## src/ipv_pkg.sv

```systemverilog
// Purpose: shared constants for the interrupt priority and vectoring block
// Assumes: eleven sources, indexed by their polling rank (index 0 is polled first)
// Notes: vector table and level encoding live here so both design files agree
package ipv_pkg;
	localparam int NUM_SRC = 11;
	localparam int SRC_W = 4;
	localparam int LVL_W = 2;
	localparam int NUM_LVL = 4;
	localparam int VEC_W = 16;
	localparam int CNT_W = 16;
	localparam int PCA_MODULES = 5;
	// source index = polling rank minus one
	localparam logic [SRC_W-1:0] SRC_EXT0 = 4'h0;
	localparam logic [SRC_W-1:0] SRC_TMR0 = 4'h1;
	localparam logic [SRC_W-1:0] SRC_EXT1 = 4'h2;
	localparam logic [SRC_W-1:0] SRC_TMR1 = 4'h3;
	localparam logic [SRC_W-1:0] SRC_PCA = 4'h4;
	localparam logic [SRC_W-1:0] SRC_UART = 4'h5;
	localparam logic [SRC_W-1:0] SRC_TMR2 = 4'h6;
	localparam logic [SRC_W-1:0] SRC_CAN = 4'h7;
	localparam logic [SRC_W-1:0] SRC_ADC = 4'h8;
	localparam logic [SRC_W-1:0] SRC_CANTMR = 4'h9;
	localparam logic [SRC_W-1:0] SRC_SPI = 4'ha;
	localparam logic [VEC_W-1:0] VECTOR_TABLE [NUM_SRC] = '{
		16'h0003, 16'h000b, 16'h0013, 16'h001b, 16'h0033, 16'h0023,
		16'h002b, 16'h003b, 16'h0043, 16'h004b, 16'h0053};
	localparam logic [VEC_W-1:0] VECTOR_RESET = 16'h0000;
	localparam logic [LVL_W-1:0] LEVEL_LOWEST = 2'h0;
	localparam logic [LVL_W-1:0] LEVEL_HIGHEST = 2'h3;
	localparam logic [NUM_LVL-1:0] ACTIVE_RESET = 4'h0;
endpackage

```

## src/ipv_pca_if.sv

```systemverilog
// Purpose: carrier between the vectoring top and one counter-array timer module
// Assumes: all signals on the single system clock
// Notes: the top owns counter, capture and mode bits; the timer owns flag and request
`timescale 1ns/1ps
interface ipv_pca_if;
	logic [ipv_pkg::CNT_W-1:0] count;
	logic [ipv_pkg::CNT_W-1:0] capture;
	logic comparator_enable;
	logic flag_on_equal;
	logic irq_enable;
	logic flag_clear;
	logic event_flag;
	logic irq;
	modport timer (
		input count, capture, comparator_enable, flag_on_equal, irq_enable, flag_clear,
		output event_flag, irq
	);
	modport owner (
		output count, capture, comparator_enable, flag_on_equal, irq_enable, flag_clear,
		input event_flag, irq
	);
endinterface

```

## src/ipv_pca_timer.sv

```systemverilog
// Purpose: one counter-array module in 16-bit software timer mode
// Assumes: counter and capture values are stable, same-clock registers
// Notes: flag set beats a clear in the same cycle so no match is lost
`timescale 1ns/1ps
module ipv_pca_timer (
	// system
	input wire logic clock,
	input wire logic rst,
	// link to the vectoring top
	ipv_pca_if.timer pca
);
	logic event_flag;
	logic next_event_flag;
	logic irq;
	logic next_irq;
	logic timer_mode;
	logic match;

	always_comb
	begin
		timer_mode = pca.comparator_enable & pca.flag_on_equal;
		match = timer_mode && (pca.count == pca.capture);
		next_event_flag = event_flag;
		if (pca.flag_clear)
			next_event_flag = 1'b0;
		if (match)
			next_event_flag = 1'b1;
		// request only while both the flag and its enable stand
		next_irq = next_event_flag & pca.irq_enable;
	end

	always_ff @(posedge clock)
	begin
		if (rst)
		begin
			event_flag <= 1'b0;
			irq <= 1'b0;
		end
		else
		begin
			event_flag <= next_event_flag;
			irq <= next_irq;
		end
	end

	assign pca.event_flag = event_flag;
	assign pca.irq = irq;

	a_match_sets_flag: assert property (@(posedge clock) disable iff (rst)
		(pca.comparator_enable && pca.flag_on_equal && pca.count == pca.capture)
		|=> event_flag)
		else $error("timer match did not set the event flag");
	a_irq_needs_both: assert property (@(posedge clock) disable iff (rst)
		irq |-> $past(next_event_flag) && $past(pca.irq_enable))
		else $error("timer request without flag and enable");
endmodule // ipv_pca_timer

```

## src/ipv_top.sv

```systemverilog
// Purpose: interrupt priority resolution and vectoring for an 8-bit core
// Assumes: peripheral flags are same-clock levels; external requests are pins
// Notes: nested service tracked as a mask of active levels, one bit per level
`timescale 1ns/1ps
module ipv_top #(
	parameter int PCA_MODULES = ipv_pkg::PCA_MODULES
) (
	// system
	input wire logic clock,
	input wire logic rst,
	// external request pins, active high after the pad
	input wire logic ext_irq_zero,
	input wire logic ext_irq_one,
	// timer and peripheral flags
	input wire logic timer_zero_overflow,
	input wire logic timer_one_overflow,
	input wire logic timer_two_overflow,
	input wire logic uart_rx_done_flag,
	input wire logic uart_tx_done_flag,
	input wire logic can_send_ok,
	input wire logic can_recv_ok,
	input wire logic can_fault_flag,
	input wire logic can_buffer_overrun,
	input wire logic converter_done_flag,
	input wire logic can_timer_wrap_flag,
	input wire logic spi_irq_flag,
	// counter array
	input wire logic pca_counter_overflow_flag,
	input wire logic [ipv_pkg::CNT_W-1:0] pca_counter,
	input wire logic [PCA_MODULES*ipv_pkg::CNT_W-1:0] pca_capture,
	input wire logic [PCA_MODULES-1:0] comparator_enable,
	input wire logic [PCA_MODULES-1:0] flag_on_equal,
	input wire logic [PCA_MODULES-1:0] pca_module_irq_enable,
	input wire logic [PCA_MODULES-1:0] pca_flag_clear,
	output logic [PCA_MODULES-1:0] pca_module_event_flag,
	// enables and priorities, indexed by polling rank minus one
	input wire logic global_enable,
	input wire logic [ipv_pkg::NUM_SRC-1:0] source_enable,
	input wire logic [ipv_pkg::NUM_SRC-1:0] priority_high_bit,
	input wire logic [ipv_pkg::NUM_SRC-1:0] priority_low_bit,
	// core handshake
	input wire logic handler_return,
	output logic vector_valid,
	output logic [ipv_pkg::VEC_W-1:0] vector_addr,
	output logic [ipv_pkg::SRC_W-1:0] accepted_source,
	output logic [ipv_pkg::LVL_W-1:0] active_level,
	output logic in_service
);
	localparam int N = ipv_pkg::NUM_SRC;

	// highest set bit of a level mask
	function automatic logic [ipv_pkg::LVL_W-1:0] top_level(
		input logic [ipv_pkg::NUM_LVL-1:0] mask
	);
		logic [ipv_pkg::LVL_W-1:0] r;
		r = ipv_pkg::LEVEL_LOWEST;
		for (int k = 0; k < ipv_pkg::NUM_LVL; k++)
			if (mask[k])
				r = ipv_pkg::LVL_W'(k);
		return r;
	endfunction

	// external pins cross into the clock domain first
	logic [1:0] ext_meta;
	logic [1:0] ext_sync;
	always_ff @(posedge clock)
	begin
		if (rst)
		begin
			ext_meta <= 2'h0;
			ext_sync <= 2'h0;
		end
		else
		begin
			ext_meta <= {ext_irq_one, ext_irq_zero};
			ext_sync <= ext_meta;
		end
	end

	// counter-array timer modules
	logic [PCA_MODULES-1:0] pca_irq;
	logic [PCA_MODULES-1:0] pca_flag;
	genvar g;
	generate
		for (g = 0; g < PCA_MODULES; g++)
		begin : gen_pca
			ipv_pca_if link ();
			assign link.count = pca_counter;
			assign link.capture = pca_capture[g*ipv_pkg::CNT_W +: ipv_pkg::CNT_W];
			assign link.comparator_enable = comparator_enable[g];
			assign link.flag_on_equal = flag_on_equal[g];
			assign link.irq_enable = pca_module_irq_enable[g];
			assign link.flag_clear = pca_flag_clear[g];
			assign pca_irq[g] = link.irq;
			assign pca_flag[g] = link.event_flag;
			ipv_pca_timer u_timer (
				.clock(clock),
				.rst(rst),
				.pca(link)
			);
		end
	endgenerate
	assign pca_module_event_flag = pca_flag;

	// request gathering and eligibility
	logic [N-1:0] request;
	logic [N-1:0] eligible;
	logic [ipv_pkg::LVL_W-1:0] src_level [N];
	always_comb
	begin
		request = '0;
		request[ipv_pkg::SRC_EXT0] = ext_sync[0];
		request[ipv_pkg::SRC_TMR0] = timer_zero_overflow;
		request[ipv_pkg::SRC_EXT1] = ext_sync[1];
		request[ipv_pkg::SRC_TMR1] = timer_one_overflow;
		request[ipv_pkg::SRC_PCA] = pca_counter_overflow_flag | (|pca_irq);
		request[ipv_pkg::SRC_UART] = uart_rx_done_flag | uart_tx_done_flag;
		request[ipv_pkg::SRC_TMR2] = timer_two_overflow;
		request[ipv_pkg::SRC_CAN] = can_send_ok | can_recv_ok | can_fault_flag
			| can_buffer_overrun;
		request[ipv_pkg::SRC_ADC] = converter_done_flag;
		request[ipv_pkg::SRC_CANTMR] = can_timer_wrap_flag;
		request[ipv_pkg::SRC_SPI] = spi_irq_flag;
		for (int i = 0; i < N; i++)
		begin
			src_level[i] = {priority_high_bit[i], priority_low_bit[i]};
			eligible[i] = request[i] & source_enable[i] & global_enable;
		end
	end

	// winner: highest level, earliest rank on a tie
	logic win_found;
	logic [ipv_pkg::SRC_W-1:0] win_src;
	logic [ipv_pkg::LVL_W-1:0] win_level;
	always_comb
	begin
		win_found = 1'b0;
		win_src = ipv_pkg::SRC_EXT0;
		win_level = ipv_pkg::LEVEL_LOWEST;
		for (int i = 0; i < N; i++)
		begin
			// strict compare keeps the earlier rank on equal levels
			if (eligible[i] && (!win_found || src_level[i] > win_level))
			begin
				win_found = 1'b1;
				win_src = ipv_pkg::SRC_W'(i);
				win_level = src_level[i];
			end
		end
	end

	// checker helpers, reached by another route than the winner search above
	logic [ipv_pkg::NUM_LVL-1:0] lvl_seen;
	logic [N-1:0] tie_before;
	always_comb
	begin
		lvl_seen = '0;
		tie_before = '0;
		for (int i = 0; i < N; i++)
		begin
			if (eligible[i])
				lvl_seen[{priority_high_bit[i], priority_low_bit[i]}] = 1'b1;
			for (int j = 0; j < i; j++)
				if (eligible[j] && priority_high_bit[j] == priority_high_bit[i]
					&& priority_low_bit[j] == priority_low_bit[i])
					tie_before[i] = 1'b1;
		end
	end

	// service state
	logic [ipv_pkg::NUM_LVL-1:0] active_mask;
	logic [ipv_pkg::NUM_LVL-1:0] next_active_mask;
	logic [ipv_pkg::NUM_LVL-1:0] after_return;
	logic [ipv_pkg::LVL_W-1:0] cur_level;
	logic accept;
	logic next_vector_valid;
	logic [ipv_pkg::VEC_W-1:0] next_vector_addr;
	logic [ipv_pkg::SRC_W-1:0] next_accepted_source;
	logic [ipv_pkg::LVL_W-1:0] next_active_level;
	logic next_in_service;
	always_comb
	begin
		cur_level = top_level(active_mask);
		// preempt only above the running level; level 3 cannot be exceeded
		accept = win_found && (active_mask == ipv_pkg::ACTIVE_RESET
			|| win_level > cur_level);
		after_return = active_mask;
		if (handler_return && active_mask != ipv_pkg::ACTIVE_RESET)
			after_return[cur_level] = 1'b0;
		next_active_mask = after_return;
		next_vector_valid = 1'b0;
		next_vector_addr = vector_addr;
		next_accepted_source = accepted_source;
		if (accept)
		begin
			next_active_mask[win_level] = 1'b1;
			next_vector_valid = 1'b1;
			next_vector_addr = ipv_pkg::VECTOR_TABLE[win_src];
			next_accepted_source = win_src;
		end
		next_active_level = top_level(next_active_mask);
		next_in_service = (next_active_mask != ipv_pkg::ACTIVE_RESET);
	end

	always_ff @(posedge clock)
	begin
		if (rst)
		begin
			active_mask <= ipv_pkg::ACTIVE_RESET;
			vector_valid <= 1'b0;
			vector_addr <= ipv_pkg::VECTOR_RESET;
			accepted_source <= ipv_pkg::SRC_EXT0;
			active_level <= ipv_pkg::LEVEL_LOWEST;
			in_service <= 1'b0;
		end
		else
		begin
			active_mask <= next_active_mask;
			vector_valid <= next_vector_valid;
			vector_addr <= next_vector_addr;
			accepted_source <= next_accepted_source;
			active_level <= next_active_level;
			in_service <= next_in_service;
		end
	end

	a_enable_gates_accept: assert property (@(posedge clock) disable iff (rst)
		vector_valid |-> $past(source_enable[next_accepted_source]))
		else $error("disabled source was accepted");
	a_valid_needs_request: assert property (@(posedge clock) disable iff (rst)
		vector_valid |-> $past(request[next_accepted_source]))
		else $error("accepted source had no request");
	a_global_blocks_all: assert property (@(posedge clock) disable iff (rst)
		!global_enable |=> !vector_valid)
		else $error("accept while global enable clear");
	a_level_from_bits: assert property (@(posedge clock) disable iff (rst)
		vector_valid |-> active_level == $past({priority_high_bit[next_accepted_source],
			priority_low_bit[next_accepted_source]}))
		else $error("recorded level does not match priority bits");
	a_preempt_strictly: assert property (@(posedge clock) disable iff (rst)
		(vector_valid && $past(in_service) && !$past(handler_return))
		|-> active_level > $past(active_level))
		else $error("preemption without higher level");
	a_top_level_hold: assert property (@(posedge clock) disable iff (rst)
		(in_service && active_level == ipv_pkg::LEVEL_HIGHEST && !handler_return)
		|=> !vector_valid)
		else $error("highest level handler was preempted");
	a_higher_wins: assert property (@(posedge clock) disable iff (rst)
		vector_valid |-> ($past(lvl_seen) >> active_level) == 4'h1)
		else $error("lower level won over higher");
	// all eligible at level 0 with rank one among them: rank one must win
	a_poll_order: assert property (@(posedge clock) disable iff (rst)
		(!in_service && eligible[ipv_pkg::SRC_EXT0] && lvl_seen == 4'h1)
		|=> vector_valid && accepted_source == ipv_pkg::SRC_EXT0)
		else $error("rank one lost among equal levels");
	a_rank_tie: assert property (@(posedge clock) disable iff (rst)
		vector_valid |-> !$past(tie_before[next_accepted_source]))
		else $error("later rank won a tie");
	a_vector_map: assert property (@(posedge clock) disable iff (rst)
		vector_valid && accepted_source == ipv_pkg::SRC_PCA |-> vector_addr == 16'h0033)
		else $error("counter array vector wrong");
	a_vector_table: assert property (@(posedge clock) disable iff (rst)
		vector_valid |-> vector_addr == ipv_pkg::VECTOR_TABLE[accepted_source])
		else $error("vector does not match accepted source");
	a_uart_merge: assert property (@(posedge clock) disable iff (rst)
		(!in_service && global_enable && source_enable[ipv_pkg::SRC_UART]
		&& uart_tx_done_flag && (eligible & 11'h7df) == 11'h000)
		|=> vector_valid && accepted_source == ipv_pkg::SRC_UART)
		else $error("transmit flag did not request serial service");
	a_can_merge: assert property (@(posedge clock) disable iff (rst)
		(!in_service && global_enable && source_enable[ipv_pkg::SRC_CAN]
		&& (can_recv_ok || can_fault_flag || can_buffer_overrun)
		&& (eligible & 11'h77f) == 11'h000)
		|=> vector_valid && accepted_source == ipv_pkg::SRC_CAN)
		else $error("bus controller flag did not request service");
	a_pca_merge: assert property (@(posedge clock) disable iff (rst)
		(!in_service && global_enable && source_enable[ipv_pkg::SRC_PCA]
		&& (|pca_irq) && (eligible & 11'h7ef) == 11'h000)
		|=> vector_valid && accepted_source == ipv_pkg::SRC_PCA)
		else $error("timer module request did not reach service");
	a_level_release: assert property (@(posedge clock) disable iff (rst)
		(in_service && handler_return && $onehot(active_mask) && !accept)
		|=> !in_service)
		else $error("return did not release the level");
	// a return pops only the innermost level, so what remains is lower
	a_return_lowers: assert property (@(posedge clock) disable iff (rst)
		(handler_return && in_service && !accept)
		|=> !in_service || active_level < $past(active_level))
		else $error("return did not lower the active level");
	a_idle_level_zero: assert property (@(posedge clock) disable iff (rst)
		!in_service |-> active_level == ipv_pkg::LEVEL_LOWEST)
		else $error("level recorded while idle");
	a_accept_in_service: assert property (@(posedge clock) disable iff (rst)
		vector_valid |-> in_service)
		else $error("accept without recorded level");
endmodule // ipv_top

```

## config.mk

```make
export PLATFORM = sky130hd
export DESIGN_NAME = ipv_top
export DESIGN_NICKNAME = d
export VERILOG_FILES = /design/src/ipv_pkg.sv /design/src/ipv_pca_if.sv /design/src/ipv_pca_timer.sv /design/src/ipv_top.sv
export SDC_FILE = /design/constraint.sdc
export NUM_CORES = 1
export LEC_CHECK = 0
export BUFFER_PORTS_ARGS = -buffer_cell sky130_fd_sc_hd__buf_2
export CAP_MARGIN = 10
export CORE_UTILIZATION = 45
export DETAILED_ROUTE_END_ITERATION = 8
export GPL_ROUTABILITY_DRIVEN = 0
export MAX_ROUTING_LAYER = met4
export PLACE_DENSITY = 0.81
export SYNTH_ARGS = -nofsm -noshare
export SYNTH_HDL_FRONTEND = slang
export SYNTH_SLANG_ARGS = --single-unit
```

## constraint.sdc

```tcl
create_clock -name clock -period 34.2 [get_ports clock]
set_input_delay 6.84 -clock clock [delete_from_list [all_inputs] [get_ports clock]]
set_output_delay 6.84 -clock clock [all_outputs]
set_load 0.01 [all_outputs]
```

Word-level counts from Yosys, hierarchy flattened
Memories as Yosys holds them, arrays and structs flattened. A register that Yosys moved wholly into a read port is not among the register bits.
Cells that the tools add are included.
Widths: inputs -> output; s select.
{"block": "word_totals", "ff_bits": 26, "mem_bits_ro": 256, "wordCells": 178, "n_memories": 1}
{"block": "classes", "order_cmp": 15, "n_eq_ne": 5, "mux": 55, "bitwise": 41, "n_reduce_logical": 44}
{"memory": "(name not given)", "depth": 16, "width": 16, "read_ports": 1, "rd_clocked_by_memory_dff": 1, "write_ports": 0, "line": "ipv_top.sv:198", "source": "next_vector_addr = ipv_pkg::VECTOR_TABLE[win_src];"}
{"op": "$eq 16x16->1", "n": 5}
{"op": "$mux 4", "n": 11}
{"op": "$and 1x1->1", "n": 32}
{"op": "$mux 2", "n": 15}
{"op": "$mux 1", "n": 27}
{"op": "$gt 2x2->1", "n": 11}
{"op": "$logic_and 1x1->1", "n": 19}
{"op": "$logic_or 1x1->1", "n": 11}
{"op": "$logic_not 1->1", "n": 10}
{"op": "$reduce_bool 4->1", "n": 2}
{"op": "$lt 2x3->1 const B", "n": 2}
{"op": "$not 4->5", "n": 1}
{"op": "$or 1x1->1", "n": 5}
{"op": "$reduce_or 5->1", "n": 1}
{"op": "$and 4x4->4", "n": 1}
{"op": "$demux 1 s2", "n": 2}
{"op": "$ge 2x1->1 const B", "n": 2}
{"op": "$logic_not 4->1", "n": 1}
{"op": "$not 4->4", "n": 1}
{"op": "$or 4x4->4", "n": 1}

Depth between registers and ports, before layout
Gate-level depths: netlist (run 1).
{"block": "logic_depth", "ltp_word": 52, "mapped_depth": 80}

By module
From an unflattened synthesis (run 1), not the netlist that was laid out.
{"block": "hier_totals", "cells_unflattened": 452, "hier_area_um2": 3589.7}
{"module": "ipv_top", "n_inst": 1, "cells_each": 297, "area_per_inst_um2": 2207.1, "seq_area_each_um2": 400.4}
{"module": "ipv_pca_timer", "n_inst": 5, "cells_each": 31, "area_per_inst_um2": 276.5, "seq_area_each_um2": 40.0}

Worst setup path before layout (run 1)
OpenSTA, ideal clock, no wires.
{"block": "synth_path", "path_kind": "input to register", "start": "input global_enable", "end": "register vector_addr[3] (netlist name)", "arrival_time_ns": 19.879, "t_required_ns": 34.064, "setup_slack_ns": 14.185, "path_stages": 74, "path_buffers": 3, "cell_sequence": "buf_4 and3_1 clkbuf_1 nand2_1 ha_1 nor2b_1 o21ai_0 o211a_1 nor2_1 ha_1 nor2b_1 a2bb2oi_1 o2111a_1 o31ai_2 ha_1 nor2b_1 a2bb2oi_1 o2111a_1 [... 38 more ...] a31oi_1 nor2_1 a31o_2 ha_1 nor2b_1 o21ai_0 nand2_1 nand2_1 o211ai_2 nand2_2 ha_1 nand2_1 o21ai_0 o41ai_1 o21a_1 nand3_1 a2111oi_1 a2111oi_1"}
{"block": "synth_via", "elab_chain_cells": 45, "elab_cells_between_ends": 87}
{"item": "start, declared", "line": "ipv_top.sv:37", "source": "input wire logic global_enable,"}
{"item": "$and 1x1->1", "line": "ipv_top.sv:127", "source": "eligible[i] = request[i] & source_enable[i] & global_enable;"}
{"item": "$mux 2 / $mux 1 (equally long branches)", "line": "ipv_top.sv:143", "source": "if (eligible[i] && (!win_found || src_level[i] > win_level))"}
{"item": "$gt 2x2->1 / $logic_not 1->1 (equally long branches)", "line": "ipv_top.sv:143"}
{"item": "$logic_or 1x1->1", "line": "ipv_top.sv:143"}
{"item": "$logic_and 1x1->1", "line": "ipv_top.sv:143"}
{"item": "$mux 2 / $mux 1 (equally long branches)", "line": "ipv_top.sv:143"}
{"item": "$gt 2x2->1 / $logic_not 1->1 (equally long branches)", "line": "ipv_top.sv:143"}
{"item": "$logic_or 1x1->1", "line": "ipv_top.sv:143"}
{"item": "[... 29 more ...]"}
{"item": "$mux 2 / $mux 1 (equally long branches)", "line": "ipv_top.sv:143"}
{"item": "$gt 2x2->1 / $logic_not 1->1 (equally long branches)", "line": "ipv_top.sv:143"}
{"item": "$logic_or 1x1->1", "line": "ipv_top.sv:143"}
{"item": "$logic_and 1x1->1", "line": "ipv_top.sv:143"}
{"item": "$mux 2", "line": "ipv_top.sv:143"}
{"item": "$gt 2x2->1", "line": "ipv_top.sv:186", "source": "|| win_level > cur_level);"}
{"item": "$logic_or 1x1->1", "line": "ipv_top.sv:186"}
{"item": "$logic_and 1x1->1", "line": "ipv_top.sv:185", "source": "accept = win_found && (active_mask == ipv_pkg::ACTIVE_RESET"}
{"item": "end, declared", "line": "ipv_top.sv:44", "source": "output logic [ipv_pkg::VEC_W-1:0] vector_addr,"}
Parallel ways exist; a longest one is shown, timed or not.
A chain may end at the register's enable or synchronous reset.

Final worst setup path (run 1)
Ends and elaborated chain as after synthesis.

==> impl_metrics.tcl, run 1 <==
set metrics [dict create \
    peakVddDrop_v 0.00001611 \
    yosysWarnings 0 \
    path_depth 74 \
    start_kind "input port" \
    grt_pass1_vias 3875 \
    layout.nets 806 \
    cts_root_buf "clkbuf_8" \
    cp_common_cell "ha_1" \
    io_pins 197 \
    setup_ws_ns 12.40 \
    hpwlAfterDp_um 9435 \
    total_power_uw 152.3 \
    setup_viol 0 \
    die_w_um 91.07 \
    drt_iter0_drc 152 \
    drv_slew 0 \
    final_util_pct 58.35 \
    dpl_cell_area_um2 4409 \
    status "complete, no violations" \
    cts_max_level 2 \
    worst-path-max-fanout 19 \
    synth_area_leaders "xnor2_1, dfxtp_1, ha_1" \
    clk_path_buf_depth 2 \
    tightest_slew_ns 0.6263 \
    ctsHoldBuffers 0 \
    powerDensity_nw_per_um2 33.95 \
    dieHeight_um 91.07 \
    leakagePower_nw 2.060 \
    rows 32 \
    crit-reg2reg-launch "ext_sync[0]" \
    synth.top_cell.area_share_pct 19.63 \
    core_area_um2 7687 \
    globalRouteOverflowTotal 0 \
    cts_setup_buffers 0 \
    fin_area_um2 4486 \
    placedCellCount 713 \
    slew_headroom_pct 58.24 \
    synth_flop_cell "dfxtp_1" \
    ys_types 71 \
    antenna_found_initial 0 \
    synth_edf_count 0 \
    skew_ns 0.004294 \
    wl_per_cell_um 14.85 \
    fmax_mhz 45.87 \
    route.vias.total 3950 \
    grt_busiest_layer "met2" \
    final_cell_count_no_fill 720 \
    cts_resized 0 \
    worstHoldStart "ext_meta[0]" \
    vias_per_cell 5.486 \
    syn_area_um2 3570 \
    synth_top_area_cell "xnor2_1" \
    port_buffers 186 \
    clk_latency_ns 0.28 \
    routed_wl_um 10690 \
    final_antenna_net_count 0 \
    nFillCells 735 \
    cp_slowest_cell "or4b_2" \
    arrival_ns 21.94 \
    finalHoldViolCount 0 \
    grt_max_degree 26 \
    final.setup.tns_ns 0 \
    holdPathStages 1 \
    syn-instance-count 457 \
    cp_slowest_stage_delay_ns 0.66 \
    drc 0 \
    holdWs_ns 0.4424 \
    cts.clk_slew.worst_paths_ns 0.06 \
    post-route-period-util_pct 63.74 \
    critPathTopFamily "compound AO/OA/AOI/OAI gates" \
    ys_seq_area_share_pct 16.82 \
    gr-usage-met1_pct 25.24 \
    grtUsageMet3_pct 2.010 \
    cp-end-kind "register" \
    dieArea_um2 8293 \
    cap_violations 0 \
    numCtsBuffers 5 \
    worstRegToRegCells 73 \
    path_class "in2reg" \
    grt_first_pass_wirelength_um 16700 \
    required_ns 34.34 \
    tritoncts "yes" \
    critPathLaunch "global_enable" \
    synth_seq_cells 30 \
    async_reset_ff_share_pct 0 \
    yosysMostFrequentCell "xnor2_1" \
    n_antenna_cell 0 \
    clock-sinks 30 \
    period_needed_ns 21.80 \
    drive_above_1_share_pct 35.92 \
    dr.pass1.iters 5 \
    use_met2_pct 49.87 \
    initial_core_util_pct 46.44 \
    syn_to_final_growth_pct 25.66 \
    grt.total_usage_pct 25.64 \
    rsz0062_at_grt "false" \
    crit_buf_inv 4 \
    hp-class "reg2reg" \
    syn_area_per_cell_um2 7.811 \
    synthTopCellsByCount "xnor2_1, nand2_1, dfxtp_1, nor2_1, a21oi_1" \
    place_ws_ns 12.35 \
]
## placed cells by master (no fill, tap or decap), drive strengths merged, types with 3 or more instances in the layout
master	netlist	layout
buf	22	186
xnor2	80	80
nand2	33	33
dfxtp	30	30
nor2	28	28
a21oi	27	27
o21ai	24	24
nand4	23	23
inv	22	22
ha	20	20
nand3	13	13
nor2b	11	11
conb	1	10
and2	10	10
nand2b	8	8
nor3	8	8
clkbuf	19	7
a21o	7	7
nor4	6	6
a211oi	6	6
and3	5	5
o21a	4	4
o311ai	4	4
a22oi	3	3
o221ai	3	3
## worst register-to-register path: cells and delay by family (launching register included)
| kind | cells | cell delay (ns) |
|---|---|---|
| adder cells (fa/ha/maj) | 11 | 2.96 |
| buffers and inverters | 3 | 0.31 |
| flip-flops | 1 | 0.34 |
| AND/OR/NAND/NOR | 24 | 3.50 |
| AO/OA/AOI/OAI | 35 | 7.93 |
## area by class of cell
type                       count  area [um2]  area share, %
tap                          102       127.6          2.845
inverter                      22       82.58          1.841
timing repair buffer         186       930.9          20.75
multi-input combinational    373        2668          59.47
clock buffer                   7       76.32          1.702
sequential                    30       600.6          13.39
## sequential cells by signal (all words and copies together), names as in the netlist
signal,cells
vector_addr,5
accepted_source,3
ext_meta,2
active_level,2
gen_pca.u_timer.pca.irq,5
active_mask,4
gen_pca.u_timer.pca.event_flag,5
vector_valid,1
ext_sync,2
in_service,1
## cells by family (layout without fill, tap and decap cells)
logic type / Yosys count / count (layout) / share of synthesized area [%]
AND/OR/NAND/NOR: 150 / 150 / 21.94
AO/OA/AOI/OAI: 110 / 110 / 24.22
XOR/XNOR: 80 / 80 / 19.63
buffers and inverters: 63 / 215 / 9.394
flip-flops: 30 / 30 / 16.82
adder cells (fa/ha/maj): 21 / 21 / 7.291
multiplexers: 2 / 2 / 0.5959
other: 1 / 10 / 0.1051
## worst paths after layout
check	to	slack [ns]
max reg2reg	vector_addr[3]	19.02
min	ext_sync[0]	0.44
min reg2reg	ext_sync[0]	0.44
max	vector_addr[3]	12.40
## power by group
part	switching, mW	internal [mW]
Combinational	0.0441	0.0369
Clock	0.0120	0.0140
Sequential	0.00405	0.0412
## routing by layer
metal | up-vias | share of wire, %
met5 | - | 0
met4 | 0 | 4.4
met3 | 40 | 5.8
met2 | 203 | 53
met1 | 1789 | 37
li1 | 1918 | -
(Power assumes the default switching activity.)
==> run 2: changes to the inputs <==
Clock period 34.2 ns to 20.3 ns, I/O delays scaled along.
==> run 2 against run 1 <==
  * Cell area up 0.17%
  * Worst setup slack worse by 11 ns
  * Clock power up 78%
  * Final cell count is 0.14% lower
  * Flip-flop and latch count stayed put
  * Via count down 0.58%
  * Utilization is 0.098 points higher
  * Largest cell class unchanged
  * Die area unchanged
  * First-iteration DRC count increased by 4.6%
==> impl_metrics.tcl, run 2 (synthesis results as in run 1) <==
set metrics [dict create \
    period_needed_ns 18.95 \
    largest_registers "gen_pca.u_timer.pca.event_flag (5), gen_pca.u_timer.pca.irq (5), vector_addr (5)" \
    dieArea_um2 8293 \
    slew_headroom_pct 56.02 \
    n_antenna_cell 0 \
    worstHoldStart "ext_meta[0]" \
    rows 32 \
    ctsHoldBuffers 0 \
    crit-reg2reg-launch "ext_sync[0]" \
    required_ns 20.44 \
    r2r_end "vector_addr[3]" \
    cp_common_cell "ha_1" \
    drc 0 \
    dr.pass1.iters 5 \
    path_class "in2reg" \
    hp-class "reg2reg" \
    tightest_slew_ns 0.6597 \
    antenna_found_initial 0 \
    leakagePower_nw 2.065 \
    core_area_um2 7687 \
    ff2ff_setup_slack_ns 5.20 \
    route.vias.total 3927 \
    worst-path-max-fanout 19 \
    fmax_mhz 52.78 \
    cts_setup_buffers 0 \
    dieHeight_um 91.07 \
    final_cell_mix "buf_2, xnor2_1, nand2_1, dfxtp_1, nor2_1" \
    grt_pass1_vias 3911 \
    clk_latency_ns 0.27 \
    drt_iter0_drc 159 \
    numCtsBuffers 5 \
    rsz0062_at_grt "false" \
    multiInputGateArea_um2 2669 \
    vias_per_cell 5.462 \
    cts_max_level 2 \
    grt.total_usage_pct 25.92 \
    io_pins 197 \
    setup_viol 0 \
    cts_root_buf "clkbuf_8" \
    post-route-period-util_pct 93.33 \
    initial_core_util_pct 46.44 \
    tritoncts "yes" \
    final.setup.tns_ns 0 \
    globalRouteOverflowTotal 0 \
    wl_per_cell_um 15.03 \
    powerDensity_nw_per_um2 57.68 \
    skew_ns 0.003766 \
    cp_slowest_cell "or4b_2" \
    final_antenna_net_count 0 \
    start_kind "input port" \
    routed_wl_um 10800 \
    drive_above_1_share_pct 36.30 \
    cp_slowest_stage_delay_ns 0.67 \
    hold_end "ext_sync[0]" \
    layout.nets 806 \
    arrival_ns 19.09 \
    die_w_um 91.07 \
    holdPathStages 1 \
    worstRegToRegCells 73 \
    clock-sinks 30 \
    syn_to_final_growth_pct 25.87 \
    holdWs_ns 0.4420 \
    status "complete, no violations" \
    cp-end-kind "register" \
    cts_resized 0 \
    grt_first_pass_wirelength_um 16970 \
    regArea_um2 600.6 \
    peakVddDrop_v 0.00002964 \
    nFillCells 740 \
    hpwlAfterDp_um 9500 \
    drv_slew 0 \
    cts.clk_slew.worst_paths_ns 0.06 \
    cap_violations 0 \
    clk_path_buf_depth 2 \
    finalHoldViolCount 0 \
    port_buffers 186 \
    critPathLaunch "global_enable" \
    layout_commonest_cell "buf_2" \
    grt_max_degree 26 \
]
## run 2: worst max-delay path: cells and delay by family
kind | cells | cell delay (ns)
fa+ha+maj | 11 | 2.99
buf+inv | 4 | 0.62
simple gates | 24 | 3.56
compound gates | 35 | 7.84
## run 2: where the power goes
group          internal, mW  switching, mW  leakage [nW]
Clock                0.0261         0.0201        0.0431
Combinational        0.0624         0.0741          1.78
Sequential           0.0695        0.00699         0.246
## run 2: routing by layer
metal  routed length, um  global-route usage (%)
met1                3965                   25.15
met2                5792                   50.76
met3                 611                   2.178
met4                 434                   13.36
met5                   0                       -
## run 2: metrics by stage
step	worst slack [ns]	total power [mW]	instance area, um2	instances	util (%)
2_1_floorplan	3.065	0.1726	3603	466	-
3_3_place_gp	1.898	0.2083	4409	713	57.36
5_1_grt	0.04325	0.2780	4493	719	58.45
3_5_place_dp	1.192	0.2129	4409	713	57.36
6_report	1.354	0.2592	4493	719	58.45
4_1_cts	1.437	0.2599	4492	719	58.43
## run 2: final cells by class
class,instances,area share [%]
tap,102,2.840
timing repair buffer,186,20.72
inverter,22,1.838
multi-input combinational,373,59.40
clock buffer,6,1.838
sequential,30,13.37
## run 2: worst max-delay path by stage
stage                                 to  slack, ns  depth (start not counted)
after CTS                 vector_addr[3]       1.44                         74
after floorplan           vector_addr[3]       3.06                         74
after global placement    vector_addr[3]       1.90                         74
after detailed placement  vector_addr[3]       1.19                         74
final                     vector_addr[3]       1.35                         74
after global routing      vector_addr[3]       0.04                         76
==> run 3: changes to the inputs <==
Settings changed: ABC_AREA from default to 1.
==> run 3 against run 2 <==
  * Synthesized cell count increased by 24%
  * Clock skew about the same
  * Total power decreased by 5.3%
  * Flip-flop and latch count is the same
  * Non-clock buffer count stayed put
  * Die area shrank 1.8%
  * Via count grew 5.3%
  * Critical path type unchanged
  * Critical endpoint is now in_service
==> impl_metrics.tcl, run 3 <==
set metrics [dict create \
    io_pins 197 \
    skew_ns 0.003539 \
    cp_common_cell "nand2_1" \
    synth.top_cell.area_share_pct 17.14 \
    cts_setup_buffers 0 \
    dieArea_um2 8145 \
    tightest_slew_ns 0.5643 \
    cts_resized 0 \
    worstRegToRegCells 96 \
    drc 0 \
    cp-end-kind "register" \
    core_area_um2 7408 \
    clock-sinks 30 \
    post-route-period-util_pct 81.86 \
    synth_top_family_by_area "simple AND/OR/NAND/NOR gates" \
    die_w_um 90.25 \
    ys_seq_area_share_pct 17.14 \
    wl_per_cell_um 11.89 \
    required_ns 20.44 \
    yosysWarnings 0 \
    setup_viol 0 \
    antenna_found_initial 0 \
    async_reset_ff_share_pct 0 \
    dpl_cell_area_um2 4417 \
    synthAdderAreaFrac_pct 7.140 \
    intPower_uw 147.1 \
    worst-path-max-fanout 14 \
    fin_area_um2 4499 \
    synth_edf_count 0 \
    cts_root_buf "clkbuf_8" \
    dieHeight_um 90.25 \
    period_needed_ns 16.62 \
    ff2ff_setup_slack_ns 7.35 \
    synthMuxAreaShare_pct 0 \
    crit-reg2reg-launch "ext_sync[0]" \
    tritoncts "yes" \
    cp_slowest_stage_delay_ns 0.33 \
    numCtsBuffers 5 \
    arrival_ns 16.76 \
    synth-compound-area-share_pct 15.10 \
    syn-instance-count 565 \
    p_clk_share_pct 18.3 \
    r2r_end "in_service" \
    final_antenna_net_count 0 \
    vias_per_cell 4.943 \
    synthTopCellsByCount "nand2_1, inv_1, nor2_1, o21ai_0, dfxtp_1" \
    ctsHoldBuffers 0 \
    cts_max_level 2 \
    n_antenna_cell 0 \
    rsz0062_at_grt "false" \
    layout.nets 927 \
    p_switching_uw 98.35 \
    start_kind "input port" \
    power_frac_seq_pct 30.3 \
    fmax_mhz 60.18 \
    route.vias.total 4137 \
    largest_registers "gen_pca.u_timer.pca.event_flag (5), gen_pca.u_timer.pca.irq (5), vector_addr (5)" \
    worstHoldStart "ext_meta[1]" \
    powerDensity_nw_per_um2 54.54 \
    peakVddDrop_v 0.00004130 \
    holdPathStages 2 \
    port_buffers 186 \
    hp-class "reg2reg" \
    leakagePower_nw 2.576 \
    cts.clk_slew.worst_paths_ns 0.06 \
    cap_violations 0 \
    finalHoldViolCount 0 \
    slew_headroom_pct 61.85 \
    grt_max_degree 25 \
    final.setup.tns_ns 0 \
    grt_pass1_vias 3978 \
    drive_above_1_share_pct 33.06 \
    routed_wl_um 9956 \
    rows 31 \
    clk_path_buf_depth 2 \
    hpwlAfterDp_um 8719 \
    initial_core_util_pct 47.31 \
    layout_commonest_cell "buf_2" \
    synth_flop_cell "dfxtp_1" \
    syn_area_um2 3505 \
    syn_to_final_growth_pct 28.38 \
    status "complete, no violations" \
    total_power_uw 245.4 \
    dr.pass1.iters 4 \
    synth_area_leaders "dfxtp_1, nand2_1, inv_1" \
    path_class "in2reg" \
    syn_area_per_cell_um2 6.203 \
    cp_slowest_cell "or2_2" \
    final_cell_mix "buf_2, nand2_1, inv_1, nor2_1, o21ai_0" \
    sw_frac_of_total_pct 40.07 \
    drv_slew 0 \
    clk_latency_ns 0.27 \
    grt.total_usage_pct 25.38 \
    ys_types 42 \
    synth-xor-area-share_pct 8.247 \
    grt_first_pass_wirelength_um 16610 \
    synth_seq_cells 30 \
    synth-simple-area-share_pct 37.06 \
    p_comb_share_pct 51.4 \
    globalRouteOverflowTotal 0 \
    drt_iter0_drc 115 \
    yosysMostFrequentCell "nand2_1" \
    hold_end "ext_sync[1]" \
    synth_top_area_cell "dfxtp_1" \
]
run 3: cell types whose count changed after synthesis, sizes merged, moves of 19 or more:
cell / previous run / this run
a21oi: 27 / 8
nand3: 13 / 36
inv: 22 / 90
xor2: 0 / 24
nor2: 28 / 69
xnor2: 80 / 9
o21ai: 24 / 45
nand2: 33 / 128
run 3: through the flow:
stage | utilization (%) | cells | setup slack [ns] | hold WS [ns]
floorplan | - | 574 | 4.981 | 0.3883
CTS | 60.73 | 837 | 3.699 | 0.4064
global placement | 59.62 | 831 | 3.997 | 0.3914
finish | 60.73 | 837 | 3.683 | 0.4020
detailed placement | 59.62 | 831 | 3.448 | 0.3977
global route | 60.73 | 837 | 2.193 | 0.4228
run 3: cell type report:
type | count | area (um2)
Inverter | 95 | 356.6
Multi-Input combinational cell | 421 | 2405
Tap cell | 99 | 123.9
Clock buffer | 6 | 82.58
Timing Repair Buffer | 186 | 930.9
Sequential cell | 30 | 600.6
Fill cell | 721 | 2909
run 3: layer usage:
metal / vias to the layer above / GRT usage (%) / routed length, um
li1: 2138 / - / -
met1: 1802 / 27.39 / 4221
met2: 163 / 45.42 / 4800
met3: 34 / 4.377 / 564
met4: 0 / 11.29 / 370
met5: - / - / 0
run 3: critical path, delay by kind of cell:
kind | cells | cell delay, ns
AND/OR/NAND/NOR | 55 | 6.04
adder cells (fa/ha/maj) | 11 | 3.00
AO/OA/AOI/OAI | 15 | 2.23
buffers and inverters | 16 | 1.35
run 3: worst max path at each step:
stage / depth (start not counted) / start / slack, ns / end
after CTS: 97 / global_enable / 3.70 / in_service
after global placement: 97 / global_enable / 4.00 / in_service
after detailed placement: 97 / global_enable / 3.45 / in_service
after global routing: 101 / global_enable / 2.19 / in_service
after floorplan: 98 / global_enable / 4.98 / in_service
final: 97 / global_enable / 3.68 / in_service
run 3: cell families (layout without fill, tap and decap cells):
group | Yosys count | in the layout
buffers and inverters | 123 | 287
adder cells (fa/ha/maj) | 20 | 20
flip-flops | 30 | 30
XOR/XNOR | 33 | 33
other | 1 | 10
AND/OR/NAND/NOR | 273 | 273
AO/OA/AOI/OAI | 85 | 85
run 3: power groups by stage:
stage          logic (mW)  clock network [mW]  registers [mW]
2_1_floorplan      0.0812                   0          0.0791
3_3_place_gp        0.122                   0          0.0751
3_5_place_dp        0.125                   0          0.0755
4_1_cts             0.126              0.0468          0.0745
5_1_grt             0.144              0.0497          0.0757
6_report            0.126              0.0448          0.0744
